==> config.mk <==
export PLATFORM = sky130hd
export DESIGN_NAME = count_incr_bit_branch_exec
export DESIGN_NICKNAME = d
export VERILOG_FILES = /design/src/common/exec_pkg.sv /design/src/verilog/count_incr_bit_branch_exec.sv
export SDC_FILE = /design/constraint.sdc
export NUM_CORES = 1
export LEC_CHECK = 0
export ABC_AREA = 1
export BUFFER_PORTS_ARGS = -buffer_cell sky130_fd_sc_hd__buf_2
export CELL_PAD_IN_SITES_DETAIL_PLACEMENT = 0
export CELL_PAD_IN_SITES_GLOBAL_PLACEMENT = 1
export CORE_ASPECT_RATIO = 2
export CORE_MARGIN = 5
export CORE_UTILIZATION = 42
export DETAILED_ROUTE_END_ITERATION = 16
export PLACE_DENSITY_LB_ADDON = 0.1
export SLEW_MARGIN = 10
export SYNTH_ARGS = -nofsm -noshare
export SYNTH_HDL_FRONTEND = slang
export SYNTH_SLANG_ARGS = --single-unit
==> constraint.sdc <==
create_clock -name clock -period 3.2 [get_ports clock]
set_clock_uncertainty 0.15 [all_clocks]
set_input_delay 0.48 -clock clock [delete_from_list [all_inputs] [get_ports clock]]
set_output_delay 0.48 -clock clock [all_outputs]
set_load 0.005 [all_outputs]
==> src/common/exec_pkg.sv <==
package exec_pkg;

   // ---------------------------------------------------------------
   // Opcodes and opcode masks
   // ---------------------------------------------------------------
   localparam logic [7:0] OP_DIVIDE      = 8'h84;
   localparam logic [7:0] OP_COUNT_DOWN_BRANCH_DIR    = 8'hD5;
   localparam logic [7:0] OP_COUNT_DOWN_BRANCH_REG    = 8'hD8;
   localparam logic [7:0] OP_REG_MASK    = 8'hF8;
   localparam logic [7:0] OP_INC_ACC     = 8'h04;
   localparam logic [7:0] OP_INC_DIR     = 8'h05;
   localparam logic [7:0] OP_INC_IND     = 8'h06;
   localparam logic [7:0] OP_IND_MASK    = 8'hFE;
   localparam logic [7:0] OP_INC_REG     = 8'h08;
   localparam logic [7:0] OP_INC_PTR     = 8'hA3;
   localparam logic [7:0] OP_BIT_BRANCH  = 8'h20;
   localparam logic [7:0] OP_BIT_CLEAR   = 8'h10;

   // ---------------------------------------------------------------
   // Machine cycles and byte counts
   // ---------------------------------------------------------------
   localparam logic [2:0]  CYC_DIVIDE    = 3'h4;
   localparam logic [2:0]  CYC_TWO       = 3'h2;
   localparam logic [2:0]  CYC_ONE       = 3'h1;
   localparam logic [15:0] LEN_ONE       = 16'h0001;
   localparam logic [15:0] LEN_TWO       = 16'h0002;
   localparam logic [15:0] LEN_THREE     = 16'h0003;
   localparam logic [7:0]  BYTE_ONE      = 8'h01;
   localparam logic [7:0]  BYTE_ZERO     = 8'h00;
   localparam logic [7:0]  DIV_ZERO_FILL = 8'hFF;

   // ---------------------------------------------------------------
   // Types
   // ---------------------------------------------------------------
   typedef enum logic [1:0] {
      ST_IDLE = 2'b00,
      ST_RUN  = 2'b01
   } fsm_t;

   typedef enum logic [2:0] {
      K_NONE, K_DIV, K_COUNT_DOWN_BRANCH, K_INC, K_PTR, K_JB, K_JBC
   } kind_t;

   typedef struct packed {
      logic        valid;
      logic [7:0]  opcode;
      logic [7:0]  byte1;
      logic [7:0]  byte2;
      logic [15:0] pc;
      logic [7:0]  acc;
      logic [7:0]  b;
      logic [7:0]  operand;
      logic [7:0]  latch;
      logic        is_port;
      logic        pin_bit;
      logic        latch_bit;
      logic [15:0] pointer_reg16;
   } exec_req_t;

   typedef struct packed {
      logic        done;
      logic        acc_we;
      logic [7:0]  acc;
      logic        b_we;
      logic [7:0]  b;
      logic        opnd_we;
      logic [7:0]  opnd;
      logic        bit_clr;
      logic        pointer_reg16_we;
      logic [15:0] pointer_reg16;
      logic        branch;
      logic [15:0] target;
      logic [15:0] next_pc;
      logic        cy_we;
      logic        cy;
      logic        ov_we;
      logic        ov;
   } exec_resp_t;

   typedef struct packed {
      fsm_t       fsm;
      kind_t      kind;
      logic [2:0] cnt;
      logic [7:0] rel;
      exec_resp_t resp;
   } exec_state_t;

endpackage

==> src/verilog/count_incr_bit_branch_exec.sv <==
`timescale 1ns/1ps
`default_nettype none

// How it works
// - Opcode 84H divides accumulator by B, finishing in four machine cycles.
// - Divide by non-zero leaves carry and signed_excess_flag cleared.
// - Quotient goes to accumulator, remainder goes to B.
// - Zero divisor sets signed_excess_flag, clears carry; A and B undefined.
// - count_down_branch decrements with wrap, branches if non-zero, flags untouched.
// - count_down_branch target is next instruction address plus signed displacement.
// - Port read-modify-write takes the original value from the output latch.
// - Register count_down_branch is 11011rrr, two bytes, two cycles.
// - Direct count_down_branch is D5H, three bytes, two cycles.
// - add_one_instr increments with wrap and alters no flags.
// - add_one_instr forms take one cycle; direct is two bytes, others one.
// - Opcode A3H increments pointer_reg16 modulo 2^16 in two cycles.
// - branch_if_bit_set, 20H, three bytes, two cycles, branches on one.
// - branch_test_clear, 10H, clears bit and branches only when it is one.
// - Bit-branch target is next instruction address plus signed third byte.
module count_incr_bit_branch_exec (
   input  wire logic                clock,
   input  wire logic                arst_n,
   input  wire exec_pkg::exec_req_t req,
   output logic                     busy,
   output exec_pkg::exec_resp_t     resp
);

   exec_pkg::exec_state_t s_q;
   exec_pkg::exec_state_t s_d;

   // ---------------------------------------------------------------
   // Next state
   // ---------------------------------------------------------------
   always_comb begin
      logic [7:0]  src;
      logic [15:0] npc;
      logic [15:0] len;
      logic [2:0]  cyc;
      logic [7:0]  rel;
      exec_pkg::kind_t kind;
      src  = req.is_port ? req.latch : req.operand;
      npc  = req.pc;
      len  = exec_pkg::LEN_ONE;
      cyc  = exec_pkg::CYC_ONE;
      rel  = req.byte2;
      kind = exec_pkg::K_NONE;
      s_d  = s_q;
      s_d.resp.done = 1'b0;
      if (req.opcode == exec_pkg::OP_DIVIDE) begin
         kind = exec_pkg::K_DIV;
         cyc  = exec_pkg::CYC_DIVIDE;
      end else if ((req.opcode & exec_pkg::OP_REG_MASK) == exec_pkg::OP_COUNT_DOWN_BRANCH_REG) begin
         kind = exec_pkg::K_COUNT_DOWN_BRANCH;
         cyc  = exec_pkg::CYC_TWO;
         len  = exec_pkg::LEN_TWO;
         rel  = req.byte1;
      end else if (req.opcode == exec_pkg::OP_COUNT_DOWN_BRANCH_DIR) begin
         kind = exec_pkg::K_COUNT_DOWN_BRANCH;
         cyc  = exec_pkg::CYC_TWO;
         len  = exec_pkg::LEN_THREE;
      end else if (req.opcode == exec_pkg::OP_INC_ACC) begin
         kind = exec_pkg::K_INC;
         src  = req.acc;
      end else if (req.opcode == exec_pkg::OP_INC_DIR) begin
         kind = exec_pkg::K_INC;
         len  = exec_pkg::LEN_TWO;
      end else if ((req.opcode & exec_pkg::OP_IND_MASK) == exec_pkg::OP_INC_IND ||
                   (req.opcode & exec_pkg::OP_REG_MASK) == exec_pkg::OP_INC_REG) begin
         kind = exec_pkg::K_INC;
      end else if (req.opcode == exec_pkg::OP_INC_PTR) begin
         kind = exec_pkg::K_PTR;
         cyc  = exec_pkg::CYC_TWO;
      end else if (req.opcode == exec_pkg::OP_BIT_BRANCH) begin
         kind = exec_pkg::K_JB;
         cyc  = exec_pkg::CYC_TWO;
         len  = exec_pkg::LEN_THREE;
      end else if (req.opcode == exec_pkg::OP_BIT_CLEAR) begin
         kind = exec_pkg::K_JBC;
         cyc  = exec_pkg::CYC_TWO;
         len  = exec_pkg::LEN_THREE;
      end
      npc = req.pc + len;
      case (s_q.fsm)
         exec_pkg::ST_IDLE: begin
            if (req.valid && kind != exec_pkg::K_NONE) begin
               s_d.fsm  = exec_pkg::ST_RUN;
               s_d.kind = kind;
               s_d.cnt  = cyc;
               s_d.rel  = rel;
               s_d.resp = '0;
               s_d.resp.next_pc = npc;
               // Target is always formed; branch says whether to take it
               s_d.resp.target  = npc + {{8{rel[7]}}, rel};
               case (kind)
                  exec_pkg::K_DIV: begin
                     s_d.resp.acc_we = 1'b1;
                     s_d.resp.b_we   = 1'b1;
                     s_d.resp.cy_we  = 1'b1;
                     s_d.resp.ov_we  = 1'b1;
                     s_d.resp.cy     = 1'b0;
                     if (req.b == exec_pkg::BYTE_ZERO) begin
                        s_d.resp.ov  = 1'b1;
                        s_d.resp.acc = exec_pkg::DIV_ZERO_FILL;
                        s_d.resp.b   = req.acc;
                     end else begin
                        s_d.resp.ov  = 1'b0;
                        s_d.resp.acc = req.acc / req.b;
                        s_d.resp.b   = req.acc % req.b;
                     end
                  end
                  exec_pkg::K_COUNT_DOWN_BRANCH: begin
                     s_d.resp.opnd_we = 1'b1;
                     s_d.resp.opnd    = src - exec_pkg::BYTE_ONE;
                     s_d.resp.branch  = (src != exec_pkg::BYTE_ONE);
                  end
                  exec_pkg::K_INC: begin
                     s_d.resp.opnd_we = 1'b1;
                     s_d.resp.opnd    = src + exec_pkg::BYTE_ONE;
                  end
                  exec_pkg::K_PTR: begin
                     s_d.resp.pointer_reg16_we = 1'b1;
                     s_d.resp.pointer_reg16    = req.pointer_reg16 + exec_pkg::LEN_ONE;
                  end
                  exec_pkg::K_JB: begin
                     s_d.resp.branch  = req.pin_bit;
                  end
                  exec_pkg::K_JBC: begin
                     s_d.resp.branch  = req.is_port ? req.latch_bit : req.pin_bit;
                     s_d.resp.bit_clr = s_d.resp.branch;
                  end
                  default: begin
                     s_d.resp.branch  = 1'b0;
                  end
               endcase
            end
         end
         exec_pkg::ST_RUN: begin
            if (s_q.cnt == exec_pkg::CYC_ONE) begin
               s_d.fsm       = exec_pkg::ST_IDLE;
               s_d.resp.done = 1'b1;
            end else begin
               s_d.cnt = s_q.cnt - exec_pkg::CYC_ONE;
            end
         end
         default: begin
            s_d.fsm = exec_pkg::ST_IDLE;
         end
      endcase
   end

   always_ff @(posedge clock or negedge arst_n) begin
      if (!arst_n) begin
         s_q <= '0;
      end else begin
         s_q <= s_d;
      end
   end

   logic busy_q;
   always_ff @(posedge clock or negedge arst_n) begin
      if (!arst_n) begin
         busy_q <= 1'b0;
      end else begin
         busy_q <= (s_d.fsm == exec_pkg::ST_RUN);
      end
   end

   assign resp = s_q.resp;
   assign busy = busy_q;

   // ---------------------------------------------------------------
   // Checks
   // ---------------------------------------------------------------
   logic take;
   assign take = req.valid && s_q.fsm == exec_pkg::ST_IDLE;

   property p_div_time;
      @(posedge clock) disable iff (!arst_n)
      take && req.opcode == exec_pkg::OP_DIVIDE |-> ##1 !resp.done [*4] ##1 resp.done;
   endproperty
   a_div_time: assert property (p_div_time) else $error("divide not done in four cycles");

   property p_div_ok;
      @(posedge clock) disable iff (!arst_n)
      take && req.opcode == exec_pkg::OP_DIVIDE && req.b != exec_pkg::BYTE_ZERO
      |-> ##5 resp.done && !resp.cy && !resp.ov && resp.cy_we && resp.ov_we;
   endproperty
   a_div_ok: assert property (p_div_ok) else $error("divide flags not cleared");

   property p_div_val;
      @(posedge clock) disable iff (!arst_n)
      take && req.opcode == exec_pkg::OP_DIVIDE && req.b != exec_pkg::BYTE_ZERO
      |-> ##5 resp.acc == $past(req.acc, 5) / $past(req.b, 5)
          && resp.b == $past(req.acc, 5) % $past(req.b, 5);
   endproperty
   a_div_val: assert property (p_div_val) else $error("divide result wrong");

   property p_div_zero;
      @(posedge clock) disable iff (!arst_n)
      take && req.opcode == exec_pkg::OP_DIVIDE && req.b == exec_pkg::BYTE_ZERO
      |-> ##5 resp.done && resp.ov && !resp.cy;
   endproperty
   a_div_zero: assert property (p_div_zero) else $error("zero divisor flags wrong");

   property p_count_down_branch;
      @(posedge clock) disable iff (!arst_n)
      take && ((req.opcode & exec_pkg::OP_REG_MASK) == exec_pkg::OP_COUNT_DOWN_BRANCH_REG
               || req.opcode == exec_pkg::OP_COUNT_DOWN_BRANCH_DIR)
      |-> ##1 !resp.done [*2] ##1 resp.done && !resp.cy_we && !resp.ov_we
          && resp.branch == (resp.opnd != exec_pkg::BYTE_ZERO);
   endproperty
   a_count_down_branch: assert property (p_count_down_branch) else $error("count_down_branch wrong");

   property p_target;
      @(posedge clock) disable iff (!arst_n)
      resp.done && (s_q.kind == exec_pkg::K_COUNT_DOWN_BRANCH || s_q.kind == exec_pkg::K_JB
                    || s_q.kind == exec_pkg::K_JBC)
      |-> resp.target == resp.next_pc + {{8{s_q.rel[7]}}, s_q.rel};
   endproperty
   a_target: assert property (p_target) else $error("branch target wrong");

   property p_latch;
      @(posedge clock) disable iff (!arst_n)
      take && req.is_port && req.opcode == exec_pkg::OP_INC_DIR
      |-> ##2 resp.done && resp.opnd == $past(req.latch, 2) + exec_pkg::BYTE_ONE;
   endproperty
   a_latch: assert property (p_latch) else $error("port latch not used");

   property p_count_down_branch_len;
      @(posedge clock) disable iff (!arst_n)
      take && (req.opcode & exec_pkg::OP_REG_MASK) == exec_pkg::OP_COUNT_DOWN_BRANCH_REG
      |-> ##2 resp.next_pc == $past(req.pc, 2) + exec_pkg::LEN_TWO;
   endproperty
   a_count_down_branch_len: assert property (p_count_down_branch_len) else $error("register form length wrong");

   property p_inc;
      @(posedge clock) disable iff (!arst_n)
      take && req.opcode == exec_pkg::OP_INC_ACC
      |-> ##2 resp.done && !resp.cy_we && !resp.ov_we
          && resp.opnd == $past(req.acc, 2) + exec_pkg::BYTE_ONE;
   endproperty
   a_inc: assert property (p_inc) else $error("accumulator increment wrong");

   property p_ptr;
      @(posedge clock) disable iff (!arst_n)
      take && req.opcode == exec_pkg::OP_INC_PTR
      |-> ##3 resp.done && resp.pointer_reg16_we && resp.pointer_reg16 == $past(req.pointer_reg16, 3) + exec_pkg::LEN_ONE;
   endproperty
   a_ptr: assert property (p_ptr) else $error("pointer increment wrong");

   property p_jbc;
      @(posedge clock) disable iff (!arst_n)
      take && req.opcode == exec_pkg::OP_BIT_CLEAR && !req.is_port
      |-> ##3 resp.done && resp.bit_clr == $past(req.pin_bit, 3)
          && resp.branch == $past(req.pin_bit, 3);
   endproperty
   a_jbc: assert property (p_jbc) else $error("test-and-clear wrong");

endmodule

`default_nettype wire

==> impl_metrics.py <==
metrics = {
    "pwr": {
        "powerDensity_mw_per_mm2": 404.8,
        "p_total_w": 0.005287,
        "p_leak_nw": 6.732,
        "vdd_drop_max_v": 0.0002772,
    },
    "clock_tree": {
        "cts_sinks": 85,
        "cts_hold_buffers": 0,
        "clkSlewWorstSetupHoldPaths_ps": 70,
        "worst_skew_pair.late_latency_ps": 360,
        "htree_levels": 3,
        "root_buffer": "clkbuf_16",
        "clockBufferDepth": 2,
        "cts_made_buffers": 9,
        "cts_tree": "built",
    },
    "drt": {
        "ant_nets": 0,
        "wl_met2_mm": 16.25,
        "drt_pre_antenna_iters": 4,
        "finalWirelength_mm": 29.07,
        "vias": 8886,
        "routed-wl-met3_um": 941,
        "top_layer": "met4",
        "wire_per_inst_um": 16.03,
        "wl_met1_mm": 9.655,
        "drc_errors": 0,
        "drt_iter0_markers": 311,
        "vias_per_cell": 4.899,
    },
    "global_routing": {
        "grt_pass1_wl_mm": 43.84,
        "grt_max_degree": 58,
        "gr-total-overflow": 0,
        "grt_antenna_before_repair": 0,
        "grt_pass1_vias": 8998,
        "grt.total_usage_pct": 25.66,
    },
    "setup_path": {
        "arrival_ps": 8770,
        "startpoint_type": "input pin",
        "cp_slowest_cell": "or2_2",
        "critPathLaunch": "req[35]",
        "cp_top_family": "simple AND/OR/NAND/NOR gates",
        "critPathRequiredTime_ps": 3290,
        "r2r_setup_slack_ps": 1120,
        "timing.rr.start": "s_q[97]",
        "endpoint_kind": "flop",
        "critPathKind": "in2reg",
        "path_buf_inv": 14,
        "path_max_fanout": 7,
        "cp_slowest_stage_delay_ps": 290,
        "critical_path.most_common_cell": "nand2_2",
    },
    "placed_design": {
        "dp_slack_ps": -6345,
        "post-dp-hpwl_mm": 22.35,
        "place_congestion": 0.9187,
        "io_buffers": 176,
    },
    "run": {
        "maxCapViolCount": 0,
    },
    "floorplan": {
        "fp.dieW_um": 107.5,
        "rows": 71,
        "die_h_um": 205.1,
        "io_pins": 178,
        "core_area_mm2": 0.01874,
        "start_util_pct": 42.63,
        "die-area_mm2": 0.02205,
    },
    "timing": {
        "rsz0062_at_grt": "true",
        "hold_viol": 0,
        "finalSetupViolCount": 26,
        "max_slew_margin_pct": 55.93,
        "worstMarginPinSlew_ps": 661.0,
        "finalWorstSetupSlack_ps": -5479,
        "period_share_pct": 271.2,
        "slew_viol_final": 0,
        "period_needed_ps": 8679,
        "max_freq_mhz": 115.2,
    },
    "logic_synthesis": {
        "avgSynthCellArea_um2": 6.860,
        "synth_edf_count": 0,
        "yosys_warnings": 0,
        "synth-seq-cells": 85,
        "synth_cell_types": 51,
        "yosysMostFrequentCell": "nand2_1",
        "async_flop_share_pct": 100.0,
        "yosys-top-cells-area": "dfrtp_1 27%, nand2_1 16%, ha_1 9.4%",
        "syn_area_mm2": 0.007991,
        "netlist_instances": 1165,
        "ys.flop_type": "dfrtp_1",
        "yosysTopAreaCellShare_pct": 26.62,
        "synth_seq_area_share_pct": 26.62,
        "synthTopCellsByCount": "335 x nand2_1, 123 x inv_1, 88 x buf_4",
        "yosysTopAreaCell": "dfrtp_1",
    },
    "finish": {
        "final_nets": 1711,
        "n_antenna_cell": 0,
        "area.growth.synth_to_final_pct": 63.46,
        "drive_gt1_share_pct": 52.66,
        "num-fill-cells": 1565,
    },
    "hold_path": {
        "hold_class": "in2async",
    },
    "run_status": {
        "status": "finished, violations left",
        "violations": "negative setup slack",
    },
}
-- sequential cells by signal, summed over array words and instances (netlist names) --
signal / flops
resp: 79
s_q: 5
busy: 1
-- power breakdown --
part           switching, W  internal (W)  total (W)
combinational       0.00140       0.00145    0.00286
sequential         0.000109       0.00129    0.00140
clock              0.000473      0.000561    0.00103
total               0.00199       0.00330    0.00529
-- worst register-to-register path: cells and delay by family, from the launching register on --
family	cells	cell delay, ps
AOI/OAI and AO/OA	1	190
buffers and inverters	2	400
DFF	1	380
and+or+nand+nor	4	900
-- cells in the final DEF (no fill, tap or decap), types with 17 or more instances in the layout --
master,instances
buf_2,167
buf_4,271
buf_6,38
dfrtp_1,85
ha_1,22
ha_4,37
inv_1,85
inv_2,32
nand2_1,272
nand2_2,50
nand2_4,19
nand3_1,45
nand3_2,26
nor2_1,57
nor2_4,17
o21ai_0,46
o21ai_1,26
xor2_1,27
-- cells by family after synthesis --
group	synth area share, %
AND/OR/NAND/NOR	30.48
buffers and inverters	15.80
AO/OA/AOI/OAI	10.99
flip-flops	26.62
adder cells (fa/ha/maj)	10.15
XOR/XNOR	5.918
other	0.04693
-- what timing repair did --
action / in CTS / in global routing
gates resized for setup: 184 / 162
hold endpoints to repair: 0 / 0
endpoints found under the setup margin: 28 / 31
pin swaps: 128 / 138
setup buffers: 55 / 36
-- per-stage QoR --
stage	instances	setup TNS (ps)	area, um2	hold WS, ps	util [%]
floorplan	1166	-58220	8447	34.41	-
global placement	1720	-80750	10620	309.5	56.65
detailed placement	1720	-83950	10620	309.9	56.65
CTS	1785	-61190	12130	14.29	64.72
global route	1814	-70890	13060	41.92	69.69
finish	1814	-63390	13060	0.4826	69.69
-- cell type report --
cell class	instances	area, um2	share of cell area, %
Clock buffer	10	239.0	1.830
Clock inverter	6	52.55	0.4023
Inverter	133	566.8	4.339
Multi-Input combinational cell	842	6340	48.53
Sequential cell	85	2127	16.28
Tap cell	255	319.1	2.443
Timing Repair Buffer	483	3418	26.17
-- layer usage --
metal,global-route usage (%),up-vias
li1,-,4430
met1,23.52,4111
met2,50.29,242
met3,3.091,103
met4,17.79,0
met5,0,-
-- final timing paths --
check	end	cells after the start
worst max-delay path	resp[64]	64
worst min-delay path	resp[44]	1
worst max register to register	resp[51]	7
worst min register to register	resp[20]	2
max in group asynchronous	resp[32]	2
min in group clock	resp[37]	2
Power figures use the tool's default switching activity.
